**config.mk**
```make
export PLATFORM = sky130hd
export DESIGN_NAME = gam_alert_output
export DESIGN_NICKNAME = d
export VERILOG_FILES = /design/src/shared/gam_pkg.sv /design/src/verilog/gam_alert_output.sv /design/src/verilog/gam_pulse_timer.sv
export VERILOG_INCLUDE_DIRS = /design/src /design/src/shared
export SDC_FILE = /design/constraint.sdc
export NUM_CORES = 1
export LEC_CHECK = 0
export BUFFER_PORTS_ARGS = -buffer_cell sky130_fd_sc_hd__buf_2
export CAP_MARGIN = 20
export CORE_AREA = 2 2 120 209
export DETAILED_ROUTE_END_ITERATION = 10
export DIE_AREA = 0 0 122 211
export GPL_TIMING_DRIVEN = 0
export PLACE_DENSITY = 0.6
export SYNTH_ARGS = -nofsm -noshare
export SYNTH_HDL_FRONTEND = slang
export SYNTH_HIERARCHICAL = 1
export SYNTH_SLANG_ARGS = --single-unit
```
**constraint.sdc**
```tcl
create_clock -name clock -period 14.7 [get_ports clock]
set_clock_uncertainty 0.1 [all_clocks]
set_input_delay 2.94 -clock clock [delete_from_list [all_inputs] [get_ports clock]]
set_output_delay 2.94 -clock clock [all_outputs]
set_load 0.05 [all_outputs]
```
**src/shared/gam_regs.svh**
```systemverilog
// Purpose: register offsets, field positions, reset values and timing counts
// Assumes: byte-wide register port, 200 MHz clock
// Notes: definitions only
`ifndef GAM_REGS_SVH
`define GAM_REGS_SVH

// ----------------------------------------------------------------------
// register offsets
// ----------------------------------------------------------------------
`define GAM_OFS_CMD_LO 8'h00
`define GAM_OFS_CMD_HI 8'h01
`define GAM_OFS_CONFIG 8'h10
`define GAM_OFS_FIRST_SET 8'h11
`define GAM_OFS_FINAL_SET 8'h12
`define GAM_OFS_FINAL_CLR 8'h13
`define GAM_OFS_STEP 8'h14
`define GAM_OFS_STATUS 8'h18
`define GAM_OFS_IRQ_STAT 8'h19
`define GAM_OFS_IRQ_MASK 8'h1a

// ----------------------------------------------------------------------
// field positions
// ----------------------------------------------------------------------
`define GAM_CFG_POL 0
`define GAM_CFG_LOWSEL 1
`define GAM_CFG_PRESEN 2
`define GAM_ST_FIRST 0
`define GAM_ST_FINAL 1
`define GAM_ST_INSERTED 2
`define GAM_ST_NORMAL 3
`define GAM_ST_PIN 4
`define GAM_IRQ_PULSE 0
`define GAM_IRQ_INSERT 1
`define GAM_IRQ_REMOVE 2
`define GAM_IRQ_FIRST 3

// ----------------------------------------------------------------------
// reset values and codes
// ----------------------------------------------------------------------
`define GAM_RST_CONFIG 3'h5
`define GAM_RST_FIRST_SET 8'h0a
`define GAM_RST_FINAL_SET 8'h02
`define GAM_RST_FINAL_CLR 8'h05
`define GAM_RST_STEP 8'h01
`define GAM_CMD_INSERT 16'h000c
`define GAM_CMD_REMOVE 16'h000d
`define GAM_I2C_WR_ADDR 8'haa
`define GAM_I2C_RD_ADDR 8'hab
`define GAM_CHG_RELAX 2'h0
`define GAM_CHG_CHARGE 2'h1
`define GAM_CHG_DISCHARGE 2'h2
`define GAM_SOC_FULL 8'h64
`define GAM_SOC_EMPTY 8'h00

// ----------------------------------------------------------------------
// timing
// ----------------------------------------------------------------------
`define GAM_CLK_MHZ 200
`define GAM_PULSE_MS 1
`define GAM_TICK_CYCLES (`GAM_CLK_MHZ)
`define GAM_PULSE_US (`GAM_PULSE_MS * 1000)

`endif

```
**src/shared/gam_pkg.sv**
```systemverilog
// Purpose: types shared by the alert output block
// Assumes: constants live in gam_regs.svh
// Notes: state structs of both modules
package gam_pkg;

    // gauging mode
    typedef enum logic {GAM_INIT, GAM_NORMAL} gam_mode_t;

    // pulse timer phases
    typedef enum logic [1:0] {GAM_IDLE, GAM_ACTIVE, GAM_GAP} gam_tstate_t;

    // pulse timer state
    typedef struct packed {
        gam_tstate_t state;
        logic [7:0] tickCnt;
        logic [9:0] usCnt;
        logic pending;
        logic active;
    } gam_timer_t;

    // main block state
    typedef struct packed {
        logic cfgPol;
        logic cfgLowSel;
        logic cfgPresEn;
        logic [7:0] firstSet;
        logic [7:0] finalSet;
        logic [7:0] finalClr;
        logic [7:0] step;
        logic [7:0] cmdLo;
        logic [3:0] irqStat;
        logic [3:0] irqMask;
        logic [7:0] socPrev;
        logic [1:0] chgPrev;
        logic pinPrev;
        logic firstFlag;
        logic finalFlag;
        logic inserted;
        gam_mode_t mode;
        logic trig;
        logic general_output_pin;
        logic irq;
        logic [7:0] rdData;
    } gam_state_t;

endpackage

```
**src/verilog/gam_alert_output.sv**
```systemverilog
// Purpose: general output pin mux, low-charge flags, charge-change pulses
//          and battery presence detection with a small register file
// Assumes: byte-wide register port; charge percentage 0..100 from the gauge
// Notes: polarity bit 1 means active high on the output pin
`timescale 1ns/1ps
`include "gam_regs.svh"

// Overview of operation
// polarity bit sets output active level
// select bit picks low indicator or pulses
// indicator mode output follows first flag
// first flag set below, cleared above level
// final flag sets below, clears above clear
// each qualifying event gives 1 ms pulse; code merges same-cycle events, queues one retrigger, drops gap fires
// pulse at step points and 100%/0%
// pulse on charge or discharge entry; code gives it only while the step register is nonzero
// pulse on removal seen at presence pin
// host pulls pin low for insertion
// host raises pin high for removal
// pin ignored when disabled; subcommands instead
// normal gauging needs insertion and init done
// subcommand written low byte then high
// reached at serial write AA, read AB
// pulse mode rests at inactive level
module gam_alert_output (
    // clock and reset
    input wire logic clock,
    input wire logic rst_b,
    // register port
    input wire logic [7:0] regAddr,
    input wire logic [7:0] regWrData,
    input wire logic regWrite,
    input wire logic regRead,
    output logic [7:0] regRdData,
    // gauge core
    input wire logic [7:0] chargePercentage,
    input wire logic [1:0] chargeState,
    input wire logic initDone,
    // pins
    input wire logic batteryPresencePin,
    output logic generalOutputPin,
    // status out
    output logic normalMode,
    output logic irq
);

    gam_pkg::gam_state_t st;
    gam_pkg::gam_state_t next_st;
    logic pulseActive; // timer output
    logic [3:0] events; // this cycle's interrupt events
    logic [15:0] cmdCode; // assembled subcommand
    logic socEvent; // step crossing
    logic stateEvent; // charge or discharge entry
    logic pinRise; // removal edge
    logic pinFall; // insertion edge
    logic doInsert;
    logic doRemove;
    logic wrHit;

    // --------------------------------------------------------------
    // step helper
    // --------------------------------------------------------------
    // count of step points at or above x and below full, used for both directions
    function automatic logic [7:0] gam_steps(input logic [7:0] x, input logic [7:0] d);
        logic [7:0] span;
        span = (x > `GAM_SOC_FULL) ? 8'h00 : `GAM_SOC_FULL - x;
        gam_steps = (d == 8'h00) ? 8'h00 : span / d;
    endfunction

    // --------------------------------------------------------------
    // pulse timer
    // --------------------------------------------------------------
    gam_pulse_timer pulseTimer (
        .clock(clock),
        .rst_b(rst_b),
        .fire(st.trig),
        .active(pulseActive)
    );

    // --------------------------------------------------------------
    // next state
    // --------------------------------------------------------------
    always_comb begin
        next_st = st;
        events = 4'h0;
        wrHit = 1'b0;
        cmdCode = {regWrData, st.cmdLo};
        pinRise = st.cfgPresEn && !st.pinPrev && batteryPresencePin;
        pinFall = st.cfgPresEn && st.pinPrev && !batteryPresencePin;
        doInsert = 1'b0;
        doRemove = 1'b0;
        socEvent = 1'b0;
        stateEvent = 1'b0;

        // register writes; map lives behind the serial front end
        // at write address aa and read address ab
        if (regWrite) begin
            case (regAddr)
                `GAM_OFS_CMD_LO: begin
                    // low byte is held until the high byte lands
                    next_st.cmdLo = regWrData;
                end
                `GAM_OFS_CMD_HI: begin
                    // high byte completes and runs the subcommand
                    wrHit = 1'b1;
                end
                `GAM_OFS_CONFIG: begin
                    next_st.cfgPol = regWrData[`GAM_CFG_POL];
                    next_st.cfgLowSel = regWrData[`GAM_CFG_LOWSEL];
                    next_st.cfgPresEn = regWrData[`GAM_CFG_PRESEN];
                end
                `GAM_OFS_FIRST_SET: next_st.firstSet = regWrData;
                `GAM_OFS_FINAL_SET: next_st.finalSet = regWrData;
                `GAM_OFS_FINAL_CLR: next_st.finalClr = regWrData;
                `GAM_OFS_STEP: next_st.step = regWrData;
                `GAM_OFS_IRQ_MASK: next_st.irqMask = regWrData[3:0];
                default: begin
                    // other offsets ignore writes here; irq status offset is cleared further down
                end
            endcase
        end

        // presence source: pin when enabled, subcommands otherwise
        if (st.cfgPresEn) begin
            doInsert = pinFall;
            doRemove = pinRise;
        end else if (wrHit) begin
            doInsert = (cmdCode == `GAM_CMD_INSERT);
            doRemove = (cmdCode == `GAM_CMD_REMOVE);
        end
        next_st.pinPrev = batteryPresencePin;
        if (doInsert) begin
            next_st.inserted = 1'b1;
        end else if (doRemove) begin
            next_st.inserted = 1'b0;
        end

        // gauging mode: leave init only with battery and init done
        case (st.mode)
            gam_pkg::GAM_INIT: begin
                if (st.inserted && initDone) begin
                    next_st.mode = gam_pkg::GAM_NORMAL;
                end
            end
            gam_pkg::GAM_NORMAL: begin
                if (!st.inserted) begin
                    next_st.mode = gam_pkg::GAM_INIT;
                end
            end
            default: next_st.mode = gam_pkg::GAM_INIT;
        endcase

        // first low flag, simple set and clear at one level
        if (chargePercentage < st.firstSet) begin
            next_st.firstFlag = 1'b1;
        end else if (chargePercentage > st.firstSet) begin
            next_st.firstFlag = 1'b0;
        end

        // final low flag, hysteresis between two levels
        if (chargePercentage < st.finalSet) begin
            next_st.finalFlag = 1'b1;
        end else if (st.finalFlag && chargePercentage > st.finalClr) begin
            next_st.finalFlag = 1'b0;
        end

        // step crossings, judged by the direction of the change
        if (st.step != 8'h00) begin
            if (chargePercentage > st.socPrev) begin
                // rising: passed above a point, or reached full
                socEvent = (gam_steps(st.socPrev, st.step) >
                            gam_steps(chargePercentage, st.step))
                           || (chargePercentage == `GAM_SOC_FULL);
            end else if (chargePercentage < st.socPrev) begin
                // falling: reached a point, or reached empty
                socEvent = (gam_steps(chargePercentage, st.step) >
                            gam_steps(st.socPrev, st.step))
                           || (chargePercentage == `GAM_SOC_EMPTY);
            end
            // entry to charge or discharge, relax excluded
            stateEvent = (chargeState != st.chgPrev) &&
                         (chargeState == `GAM_CHG_CHARGE ||
                          chargeState == `GAM_CHG_DISCHARGE);
        end
        next_st.socPrev = chargePercentage;
        next_st.chgPrev = chargeState;

        // one trigger covers every pulse source
        next_st.trig = socEvent || stateEvent || (pinRise && st.cfgPresEn);

        // output mux and polarity; pulse mode rests inactive
        next_st.general_output_pin = ~((next_st.cfgLowSel ? next_st.firstFlag : pulseActive)
                          ^ next_st.cfgPol);

        // sticky interrupt status; a new event wins over the clear
        events[`GAM_IRQ_PULSE] = st.trig;
        events[`GAM_IRQ_INSERT] = doInsert;
        events[`GAM_IRQ_REMOVE] = doRemove;
        events[`GAM_IRQ_FIRST] = next_st.firstFlag != st.firstFlag;
        if (regWrite && regAddr == `GAM_OFS_IRQ_STAT) begin
            next_st.irqStat = st.irqStat & ~regWrData[3:0];
        end
        next_st.irqStat = next_st.irqStat | events;
        next_st.irq = |(next_st.irqStat & next_st.irqMask);

        // read data stand for one cycle only
        next_st.rdData = 8'h00;
        if (regRead) begin
            case (regAddr)
                `GAM_OFS_CMD_LO: next_st.rdData = st.cmdLo;
                `GAM_OFS_CONFIG: next_st.rdData = {5'h00, st.cfgPresEn,
                                                   st.cfgLowSel, st.cfgPol};
                `GAM_OFS_FIRST_SET: next_st.rdData = st.firstSet;
                `GAM_OFS_FINAL_SET: next_st.rdData = st.finalSet;
                `GAM_OFS_FINAL_CLR: next_st.rdData = st.finalClr;
                `GAM_OFS_STEP: next_st.rdData = st.step;
                `GAM_OFS_STATUS: begin
                    next_st.rdData = {3'h0, st.general_output_pin,
                                      st.mode == gam_pkg::GAM_NORMAL,
                                      st.inserted, st.finalFlag, st.firstFlag};
                end
                `GAM_OFS_IRQ_STAT: next_st.rdData = {4'h0, st.irqStat};
                `GAM_OFS_IRQ_MASK: next_st.rdData = {4'h0, st.irqMask};
                default: next_st.rdData = 8'h00; // unmapped reads zero
            endcase
        end
    end

    // --------------------------------------------------------------
    // registers
    // --------------------------------------------------------------
    always_ff @(posedge clock) begin
        if (!rst_b) begin
            st <= '0;
            st.cfgPol <= 1'(`GAM_RST_CONFIG >> `GAM_CFG_POL);
            st.cfgLowSel <= 1'(`GAM_RST_CONFIG >> `GAM_CFG_LOWSEL);
            st.cfgPresEn <= 1'(`GAM_RST_CONFIG >> `GAM_CFG_PRESEN);
            st.firstSet <= `GAM_RST_FIRST_SET;
            st.finalSet <= `GAM_RST_FINAL_SET;
            st.finalClr <= `GAM_RST_FINAL_CLR;
            st.step <= `GAM_RST_STEP;
            st.pinPrev <= 1'b1; // pulled-up pin idles high
            st.mode <= gam_pkg::GAM_INIT;
            st.general_output_pin <= 1'b0; // pulse mode idles low under active-high default R16
        end else begin
            st <= next_st;
        end
    end

    // outputs straight from flops
    assign regRdData = st.rdData;
    assign generalOutputPin = st.general_output_pin;
    assign normalMode = (st.mode == gam_pkg::GAM_NORMAL);
    assign irq = st.irq;

    // --------------------------------------------------------------
    // checks
    // --------------------------------------------------------------
    property p_indicator;
        @(posedge clock) disable iff (!rst_b)
        st.cfgLowSel |-> st.general_output_pin == ~(st.firstFlag ^ st.cfgPol);
    endproperty
    a_indicator: assert property (p_indicator) else $error("indicator level wrong");

    property p_pulse_level;
        @(posedge clock) disable iff (!rst_b)
        !st.cfgLowSel && $past(rst_b) |-> st.general_output_pin == ~($past(pulseActive) ^ st.cfgPol);
    endproperty
    a_pulse_level: assert property (p_pulse_level) else $error("pulse level wrong");

    property p_first_set;
        @(posedge clock) disable iff (!rst_b)
        chargePercentage < st.firstSet |=> st.firstFlag
            && (st.irqStat[`GAM_IRQ_FIRST] || $past(st.firstFlag));
    endproperty
    a_first_set: assert property (p_first_set) else $error("first flag not set");

    property p_first_clr;
        @(posedge clock) disable iff (!rst_b)
        chargePercentage > st.firstSet && !regWrite |=> !st.firstFlag;
    endproperty
    a_first_clr: assert property (p_first_clr) else $error("first flag not cleared");

    property p_final_hold;
        @(posedge clock) disable iff (!rst_b)
        !st.finalFlag && chargePercentage >= st.finalSet && !regWrite |=> !st.finalFlag;
    endproperty
    a_final_hold: assert property (p_final_hold) else $error("final flag set early");

    property p_state_entry;
        @(posedge clock) disable iff (!rst_b)
        st.step != 8'h00 && chargeState == `GAM_CHG_CHARGE
            && st.chgPrev == `GAM_CHG_RELAX |=> st.trig ##1 pulseActive || $past(pulseActive);
    endproperty
    a_state_entry: assert property (p_state_entry) else $error("no pulse on entry");

    property p_full;
        @(posedge clock) disable iff (!rst_b)
        st.step != 8'h00 && chargePercentage == `GAM_SOC_FULL
            && st.socPrev < `GAM_SOC_FULL |=> st.trig;
    endproperty
    a_full: assert property (p_full) else $error("no pulse at full");

    property p_removal;
        @(posedge clock) disable iff (!rst_b)
        st.cfgPresEn && !st.pinPrev && batteryPresencePin |=> st.trig && !st.inserted;
    endproperty
    a_removal: assert property (p_removal) else $error("removal missed");

    property p_pin_ignored;
        @(posedge clock) disable iff (!rst_b)
        !st.cfgPresEn && !regWrite |=> $stable(st.inserted);
    endproperty
    a_pin_ignored: assert property (p_pin_ignored) else $error("pin not ignored");

    property p_normal;
        @(posedge clock) disable iff (!rst_b)
        $rose(normalMode) |-> $past(st.inserted) && $past(initDone);
    endproperty
    a_normal: assert property (p_normal) else $error("normal without battery");

    c_normal: cover property (@(posedge clock) disable iff (!rst_b) $rose(normalMode));
    c_pulse: cover property (@(posedge clock) disable iff (!rst_b)
        !st.cfgLowSel && $rose(pulseActive));
    c_indicator: cover property (@(posedge clock) disable iff (!rst_b)
        st.cfgLowSel && $changed(st.general_output_pin));
    c_removal: cover property (@(posedge clock) disable iff (!rst_b)
        st.cfgPresEn && $fell(st.inserted));

endmodule

```
**src/verilog/gam_pulse_timer.sv**
```systemverilog
// Purpose: one-millisecond active pulse generator with one queued retrigger
// Assumes: fire is a one-cycle pulse
// Notes: a fire during a pulse is held and replayed after a 1 us gap
`timescale 1ns/1ps
`include "gam_regs.svh"

module gam_pulse_timer (
    // clock and reset
    input wire logic clock,
    input wire logic rst_b,
    // request and pulse
    input wire logic fire,
    output logic active
);

    gam_pkg::gam_timer_t st;
    gam_pkg::gam_timer_t next_st;
    logic tickWrap;
    logic lastUs;

    // --------------------------------------------------------------
    // next state
    // --------------------------------------------------------------
    always_comb begin
        next_st = st;
        tickWrap = (st.tickCnt == 8'(`GAM_TICK_CYCLES - 1));
        lastUs = (st.usCnt == 10'(`GAM_PULSE_US - 1));
        // divider runs only while a pulse or gap is timed
        if (st.state != gam_pkg::GAM_IDLE) begin
            next_st.tickCnt = tickWrap ? 8'h00 : st.tickCnt + 8'h01;
        end
        case (st.state)
            gam_pkg::GAM_IDLE: begin
                // start a fresh pulse
                if (fire) begin
                    next_st.state = gam_pkg::GAM_ACTIVE;
                    next_st.tickCnt = 8'h00;
                    next_st.usCnt = 10'h000;
                end
            end
            gam_pkg::GAM_ACTIVE: begin
                // remember a fire that lands mid pulse
                if (fire) begin
                    next_st.pending = 1'b1;
                end
                if (tickWrap) begin
                    next_st.usCnt = st.usCnt + 10'h001;
                    if (lastUs) begin
                        next_st.state = (st.pending || fire) ? gam_pkg::GAM_GAP
                                                             : gam_pkg::GAM_IDLE;
                    end
                end
            end
            gam_pkg::GAM_GAP: begin
                // one inactive microsecond keeps pulses apart
                next_st.pending = 1'b0;
                if (tickWrap) begin
                    next_st.state = gam_pkg::GAM_ACTIVE;
                    next_st.usCnt = 10'h000;
                end
            end
            default: begin
                next_st.state = gam_pkg::GAM_IDLE;
            end
        endcase
        next_st.active = (next_st.state == gam_pkg::GAM_ACTIVE);
    end

    // --------------------------------------------------------------
    // registers
    // --------------------------------------------------------------
    always_ff @(posedge clock) begin
        if (!rst_b) begin
            st <= '0;
        end else begin
            st <= next_st;
        end
    end

    assign active = st.active;

    // --------------------------------------------------------------
    // checks
    // --------------------------------------------------------------
    property p_width;
        @(posedge clock) disable iff (!rst_b)
        $fell(st.active) |-> $past(st.usCnt) == 10'(`GAM_PULSE_US - 1)
            && $past(st.tickCnt) == 8'(`GAM_TICK_CYCLES - 1);
    endproperty
    a_width: assert property (p_width) else $error("pulse width not 1 ms");

    property p_start;
        @(posedge clock) disable iff (!rst_b)
        fire && st.state == gam_pkg::GAM_IDLE |=> st.active;
    endproperty
    a_start: assert property (p_start) else $error("pulse did not start");

endmodule

```
# Yosys cells after proc, flatten, opt, wreduce, memory -nomap -nowiden
# Cells that the tools add are included.
# classes
addsub,4
n_mul,0
n_div,2
n_lt_le_gt_ge,10
eq_ne,25
n_shift,0
n_mux,49
bitwise_logic,7
n_reduce_logical,37
# ops
cell,count
8-bit 2-to-1 mux,12
8-bit case mux with 9 select lines,1
8-bit by 5-bit == test with 1-bit output (second input constant),8
43-bit 2-to-1 mux,1
8-bit > comparator,5
16-bit by 4-bit == test with 1-bit output (second input constant),2
10-bit case mux with 3 select lines,1
8-bit zero test,3
8-bit less-than comparator,3
1-bit 2-to-1 mux,20
10-bit 2-to-1 mux,2
20-bit 2-to-1 mux,1
8-bit by 8-bit divider with 8-bit output,2
8-bit by 7-bit > comparator with 1-bit output (second input constant),2
2-bit AND reduction,8
7-bit by 8-bit subtractor with 8-bit output (first input constant),2
4-bit 2-to-1 mux,3
10-bit by 1-bit adder with 10-bit output (second input constant),1
10-bit == test (second input constant),1
1-bit logical AND,9
8-bit by 1-bit adder with 8-bit output (second input constant),1
4-bit bitwise AND,2
8-bit by 1-bit == test with 1-bit output (second input constant),1
8-bit by 7-bit == test with 1-bit output (second input constant),1
23 further kinds,42
# totals
regBits,99
latch_bits,0
ramBits,0
mem_bits_ro,0
input_bits,32
output_inout_bits,11
wordCells,160
mem_count,0

# Logic depth before layout (Yosys ltp)
# Gate-level depths: netlist of the first run.
# logic_depth
depth_word,11
depth_mapped,57

# Modules after synthesis
# Netlist of the first run, hierarchy kept.
# by_module_without_submodules
mod,n_inst,cells_per_inst,area_each_um2,seq_area_each_um2
gam_alert_output,1,1042,8170.3,1541.5
gam_pulse_timer,1,157,1258.7,440.4

# Worst setup path after synthesis of the first run
# No wires, ideal clock.
# synth_timing
kind,input-to-reg
startpoint,input chargePercentage[0]
endpoint,register st (netlist bit events[0])
setup_time_ns,0.117
t_arrival_ns,13.744
required_ns,14.483
path_slack_ns,0.739
stages,51
path_buffers,1
cell_sequence,inv_1 > ha_1 > nor2b_1 > nor4_1 > ha_1 > a21oi_1 > ha_1 > or4b_2 > nand2_1 > a32o_1 > nor2_1 > ha_1 > o211ai_1 > a211oi_4 > nand3_1 > o31ai_2 > ha_1 > or3_1 > (+15 left out) > ha_1 > o21ai_0 > o21bai_1 > a31o_2 > a41oi_2 > mux2_2 > ha_1 > a21o_1 > a211oi_1 > o21ai_0 > o211ai_1 > ha_1 > nor2b_1 > o211ai_1 > a21oi_1 > o21ai_0 > nand4_1 > a32o_1
# synth_via
elab_chain_cells,11
# synth_lines
element,line,source
"start, declared",gam_alert_output.sv:36,"input wire logic [7:0] chargePercentage,"
7-bit by 8-bit subtractor with 8-bit output (no line) or 8-bit by 7-bit > comparator with 1-bit output (tied branches),-,
8-bit 2-to-1 mux,gam_alert_output.sv:66,span = (x > `GAM_SOC_FULL) ? 8'h00 : `GAM_SOC_FULL - x;
8-bit by 8-bit divider with 8-bit output,gam_alert_output.sv:67,gam_steps = (d == 8'h00) ? 8'h00 : span / d;
8-bit 2-to-1 mux,gam_alert_output.sv:67,
8-bit > comparator,gam_alert_output.sv:176,"socEvent = (gam_steps(chargePercentage, st.step) >"
1-bit logical OR,gam_alert_output.sv:176,
1-bit 2-to-1 mux,gam_alert_output.sv:174,end else if (chargePercentage < st.socPrev) begin
1-bit 2-to-1 mux (*),gam_alert_output.sv:169,if (chargePercentage > st.socPrev) begin
1-bit 2-to-1 mux (*),gam_alert_output.sv:168,if (st.step != 8'h00) begin
1-bit logical OR (*) (2 in a row),gam_alert_output.sv:189,next_st.trig = socEvent || stateEvent || (pinRise && st.cfgPresEn);
"end signal, assigned",gam_alert_output.sv:246,st <= next_st;
"end, declared",gam_alert_output.sv:47,gam_pkg::gam_state_t st;
# Mark *: on every way between the ends. The rest lies on a longest branch, timed or not.
# A chain may end at the register's enable or synchronous reset.

# Worst setup path after layout of the first run
# Same ends and word-level chain as after synthesis.

==> results of run 1 <==
state kept, by name, summed over array words and instances, names as in the netlist:
signal,count
cmdCode,8
events,1
generalOutputPin,1
irq,1
normalMode,1
pulseTimer/active,1
pulseTimer/st,21
regRdData,8
st,57
area by class of cell:
cell class | instances | share of cell area
multi-input cells | 981 | 0.6725
flip-flops and latches | 99 | 0.1878
well taps | 308 | 0.03652
repair buffers | 48 | 0.02608
plain buffers | 48 | 0.02514
inverters | 70 | 0.02490
clock buffers | 10 | 0.02265
clock inverters | 6 | 0.004387
final timing paths:
kind	endpoint	slack (ns)	cells past startpoint
hold / removal	pulseTimer/st[1]	0.36	2
hold reg to reg	pulseTimer/st[1]	0.36	2
setup reg to reg	events[0]	1.04	48
setup / recovery	events[0]	0.62	51
where the power goes:
| part | switching, W | internal (W) | total [W] |
|---|---|---|---|
| clock network | 0.000116 | 0.000121 | 0.000238 |
| registers | 0.00000900 | 0.000277 | 0.000286 |
| logic | 0.00133 | 0.00122 | 0.00255 |
| total | 0.00146 | 0.00162 | 0.00307 |
logic make-up (layout without fill, tap and decap cells):
kind of cell / count (synthesis) / after routing / share of synthesized area
AND/OR/NAND/NOR: 453 / 453 / 0.2533
AO/OA/AOI/OAI: 326 / 326 / 0.2339
adder cells (fa/ha/maj): 123 / 123 / 0.1632
buffers and inverters: 119 / 182 / 0.05640
flip-flops: 99 / 99 / 0.2102
multiplexers: 56 / 56 / 0.06157
XOR/XNOR: 23 / 23 / 0.02136
synthesized netlist by cell type (all sizes together) (15+ instances only):
| cell | number | area share |
|---|---|---|
| nor2 | 114 | 0.047 |
| a21o | 19 | 0.015 |
| o21ai | 63 | 0.034 |
| dfxtp | 99 | 0.21 |
| nand3 | 38 | 0.021 |
| nand2b | 20 | 0.013 |
| mux2i | 43 | 0.046 |
| clkbuf | 22 | 0.0089 |
| or3 | 15 | 0.010 |
| a21oi | 92 | 0.049 |
| nand4 | 18 | 0.013 |
| buf | 27 | 0.020 |
| nor2b | 19 | 0.013 |
| and2 | 17 | 0.011 |
| o211ai | 22 | 0.018 |
| inv | 70 | 0.028 |
| o21a | 20 | 0.016 |
| nor3 | 37 | 0.020 |
| ha | 123 | 0.16 |
| nand2 | 111 | 0.046 |
metal layers:
layer | vias up | wire (um) | part of all wire | GRT usage
met3 | 79 | 575 | 0.020 | 0.01836
met5 | - | 0 | 0 | 0
met2 | 188 | 16180 | 0.56 | 0.4481
met4 | 0 | 1743 | 0.060 | 0.1403
li1 | 4520 | - | - | -
met1 | 4308 | 10640 | 0.37 | 0.2215
through the flow:
stage / power, W / utilization / cells
6_report: 0.003075 / 0.4410 / 1570
5_1_grt: 0.003432 / 0.4410 / 1570
4_1_cts: 0.002959 / 0.4317 / 1560
3_5_place_dp: 0.002660 / 0.4173 / 1541
3_3_place_gp: 0.002615 / 0.4173 / 1541
2_1_floorplan: 0.002175 / - / 1199
timing repair:
action,CTS,global route
setup endpoints to repair,1,1
gates cloned,0,0
pin swaps,3,13
gates resized for setup,6,25
setup buffers,4,10
critical path, delay by kind of cell:
family          cells  cell delay, ns
buf+inv             4            0.58
compound gates     23            4.49
fa+ha+maj          10            2.81
simple gates       11            2.32
mux                 3            1.11
==> reports/metrics.yaml, run 1 <==
run_status:
  status: "finished, final reports clean"
die:
  ios: 43
  die_h_um: 211
  floorplan.rows: 75
  core_um2: 23930
  die_w_um: 122
  die_area_um2: 25740
  start_util: 0.3940
sta:
  setup_viol_count_final: 0
  hold_ws_ns: 0.3595
  min_period_over_period: 0.9578
  rsz0062_at_grt: "no"
  hold_violations: 0
  maxSlewHeadroom: 0.4168
  finalSetupTns_ns: 0
  min_period_ns: 14.08
  worst_slew_pin_slew_ns: 0.8738
  max_freq_mhz: 71.02
  slew_viol_final: 0
  setup_slack_ns: 0.6200
clock_tree:
  ctsHoldBuffers: 0
  cts_buffers: 9
  clock_latency_ns: 0.37
  cts.sinks: 99
  cts_tree: "done"
  clock_path_buffers: 2
  path_clk_slew_ns: 0.07
  cts_max_level: 3
  root_buffer: "clkbuf_16"
synthesis:
  synth.yosys.seq_area_share: 0.2102
  yosys_register_bits: 99
  yosysWarnings: 6
  syn_avg_cell_area_um2: 7.864
  synth.distinct_cells: 95
  synth-async-reset-ratio: 0
  syn_area_um2: 9429
  synthFlopType: "dfxtp_1"
  syn-instance-count: 1199
  synth_fp_nets: 1354
  synth_edf_count: 0
detailed_routing:
  wire_per_inst_um: 18.56
  vias: 9095
  drtIter0Drc: 452
  routed_wl_um: 29140
  ant_nets: 0
  first_pass_iters: 5
  via_per_inst: 5.793
  drcViolationCount: 0
finish:
  n_fill_cell: 2450
  syn_to_final_growth_pct: 11.92
  final_common_cell: "ha_1"
  multi_input_area_um2: 7097
  stdcell_area_um2: 10550
  drive_gt1_frac: 0.1300
  num-nets-final: 1412
  final_cell_mix: "120 x ha_1, 113 x nor2_1, 108 x nand2_1"
  diodes: 0
  seq_area_um2: 1982
placement:
  routabilityCongestion: 0.8609
  dp.final_hpwl_um: 23270
  post-place-ws_ns: -1.383
  place_area_um2: 9985
  port_buffers: 34
critical_path:
  worstPathMaxFanout: 8
  crit_type: "in -> reg"
  slowest_delay_ns: 0.62
  required_ns: 14.86
  cpMostUsedCell: "ha_1"
  start_kind: "input pin"
  cp-end-kind: "flop"
  crit_arrival_ns: 14.24
  regToRegStartpoint: "st[42]"
  cp_slowest_cell: "or4b_2"
  crit_start: "chargePercentage[0]"
global_routing:
  grt_use_total: 0.2276
  grt_max_degree: 18
  grt-ovfl-total: 0
  grt_pass1_wl_um: 45660
  antenna_found_initial: 0
  grt_pass1_vias: 8927
pwr:
  p_leak_nw: 4.489
  power_density_nw_per_um2: 291.4
  ir_worst_vdd_mv: 0.1564
worst_hold_path:
  hp-start: "pulseTimer/st[1]"
  hold_class: "reg -> reg"
flow_run:
  drv_cap: 0
Power figures use the tool's default switching activity.
==> run 2, diff against run 1 <==
--- a/config.mk
+++ b/config.mk
@@ -8,11 +8,13 @@
 export LEC_CHECK = 0
 export BUFFER_PORTS_ARGS = -buffer_cell sky130_fd_sc_hd__buf_2
 export CAP_MARGIN = 20
-export CORE_AREA = 2 2 120 209
+export CELL_PAD_IN_SITES_DETAIL_PLACEMENT = 2
+export CELL_PAD_IN_SITES_GLOBAL_PLACEMENT = 2
+export CORE_AREA = 2 2 129 226
 export DETAILED_ROUTE_END_ITERATION = 10
-export DIE_AREA = 0 0 122 211
+export DIE_AREA = 0 0 131 228
 export GPL_TIMING_DRIVEN = 0
-export PLACE_DENSITY = 0.6
+export PLACE_DENSITY = 0.79
 export SYNTH_ARGS = -nofsm -noshare
 export SYNTH_HDL_FRONTEND = slang
 export SYNTH_HIERARCHICAL = 1
==> constraint.sdc (replaced) <==
create_clock -name clock -period 12.55 [get_ports clock]
set_clock_uncertainty 0.1 [all_clocks]
set_input_delay 2.51 -clock clock [delete_from_list [all_inputs] [get_ports clock]]
set_output_delay 2.51 -clock clock [all_outputs]
set_load 0.05 [all_outputs]
==> run 2 against run 1 <==
Against the previous run:
- the run now ends with setup timing left
- core utilization down 2.2 points
- global-route usage rose by 3.8 points
- sequential share of layout area is 2.0 points lower
- critical path type unchanged
- critical endpoint unchanged
- highest routed layer is now met5
==> reports/metrics.yaml, run 2 (same netlist as run 1, synthesis figures left out) <==
detailed_routing:
  top_layer: "met5"
  first_pass_iters: 5
  vias: 10141
  met1_length_um: 13650
  wire_per_inst_um: 24.43
  routed_wl_um: 41660
  via_per_inst: 5.948
  met2_length_um: 23640
  drcViolationCount: 0
  drtIter0Drc: 449
  routed-wl-met3_um: 1022
  ant_nets: 0
critical_path:
  worst-path-buf-inv: 7
  crit_family: "compound AO/OA/AOI/OAI gates"
  cpMostUsedCell: "ha_4"
  cp_slowest_cell: "a2111oi_4"
  crit_type: "in -> reg"
  cp-end-kind: "flop"
  crit_arrival_ns: 13.82
  slowest_delay_ns: 0.48
  required_ns: 12.71
  worstPathMaxFanout: 12
  start_kind: "input pin"
finish:
  largest_register: "st"
  largestRegisters: "st (57), pulseTimer/st (21)"
  final_util: 0.4190
  syn_to_final_growth_pct: 25.38
  largest_reg_flops: 57
  diodes: 0
  drive_gt1_frac: 0.2185
  stdcell_area_um2: 11820
  num-nets-final: 1477
  final_cell_mix: "112 x nor2_1, 105 x nand2_1, 102 x ha_1"
  final_common_cell: "nor2_1"
sta:
  rsz0062_at_grt: "yes"
  setup_slack_ns: -1.104
  min_period_over_period: 1.088
  hold_violations: 0
  worst_slew_pin_slew_ns: 1.143
  hold_ws_ns: 0.3636
  maxSlewHeadroom: 0.2371
  min_period_ns: 13.65
  slew_viol_final: 0
  max_freq_mhz: 73.24
  setup_viol_count_final: 1
clock_tree:
  path_clk_slew_ns: 0.08
  cts_tree: "done"
  cts.sinks: 99
  cts_max_level: 3
  root_buffer: "clkbuf_16"
  clock_latency_ns: 0.37
  clock_path_buffers: 2
  ctsHoldBuffers: 0
  cts_buffers: 9
global_routing:
  grt_max_degree: 20
  grt_pass1_vias: 11235
  grt_use_total: 0.2653
  antenna_found_initial: 1
  grt_pass1_wl_um: 61130
  grt-ovfl-total: 0
die:
  core_um2: 28210
  die_h_um: 228
  die_area_um2: 29870
  start_util: 0.3342
  ios: 43
  die_w_um: 131
  floorplan.rows: 82
run_status:
  violations: "setup timing"
  status: "finished with violations"
placement:
  port_buffers: 34
  dp.final_hpwl_um: 29320
  routabilityCongestion: 0.8613
  place_area_um2: 10210
flow_run:
  drv_cap: 0
worst_hold_path:
  hold_class: "reg -> reg"
-- run 2: cell types whose count changed in the layout (fill, tap and decap cells not counted), sizes merged --
cell / previous run / this run
clkinv: 2 / 1
clkinvlp: 1 / 3
buf: 75 / 140
clkbuf: 31 / 30
-- run 2: final timing paths --
check | startpoint | depth (start not counted) | endpoint | slack [ns]
max reg2reg | st[18] | 54 | events[0] | -0.28
min reg2reg | pulseTimer/st[1] | 2 | pulseTimer/st[1] | 0.36
min | pulseTimer/st[1] | 2 | pulseTimer/st[1] | 0.36
max | chargePercentage[7] | 55 | events[0] | -1.10
-- run 2: through the flow --
stage | setup TNS, ns | cells | setup WS, ns
final | -1.104 | 1705 | -1.104
after CTS | -0.3660 | 1672 | -0.3660
after detailed placement | -2.208 | 1611 | -2.208
after floorplan | 0 | 1199 | 0.001137
after global routing | -1.324 | 1705 | -1.324
after global placement | -1.912 | 1611 | -1.912
-- run 2: worst reg2reg max path, delay by kind of cell, from the launching register on --
kind / cells / cell delay (ns)
flops: 1 / 0.49
compound gates: 24 / 5.24
fa+ha+maj: 10 / 3.13
simple gates: 14 / 2.48
buf+inv: 4 / 0.68
mux: 2 / 0.58
-- run 2: area by class of cell --
class | instances | area [um^2]
fillers | 3180 | 16390
multi-input cells | 981 | 7655
flip-flops and latches | 99 | 1982
repair buffers | 113 | 874.6
well taps | 378 | 473.0
plain buffers | 48 | 275.3
inverters | 70 | 272.8
clock buffers | 9 | 225.2
clock inverters | 7 | 65.06
-- run 2: metal layers --
metal	track usage	up-vias
met3	0.02580	166
met2	0.5306	260
met4	0.1602	2
met1	0.2439	5071
li1	-	4642
met5	0	-
-- run 2: repair_timing --
item,4_1_cts,5_1_grt
buffers inserted,45,33
cloned,1,0
endpoints found under the setup margin,1,1
gates resized for setup,98,44
pin swaps,50,55
Power of run 2 is not shown: default switching activity piles up to over one toggle a cycle in this logic, so the estimate is an artifact.
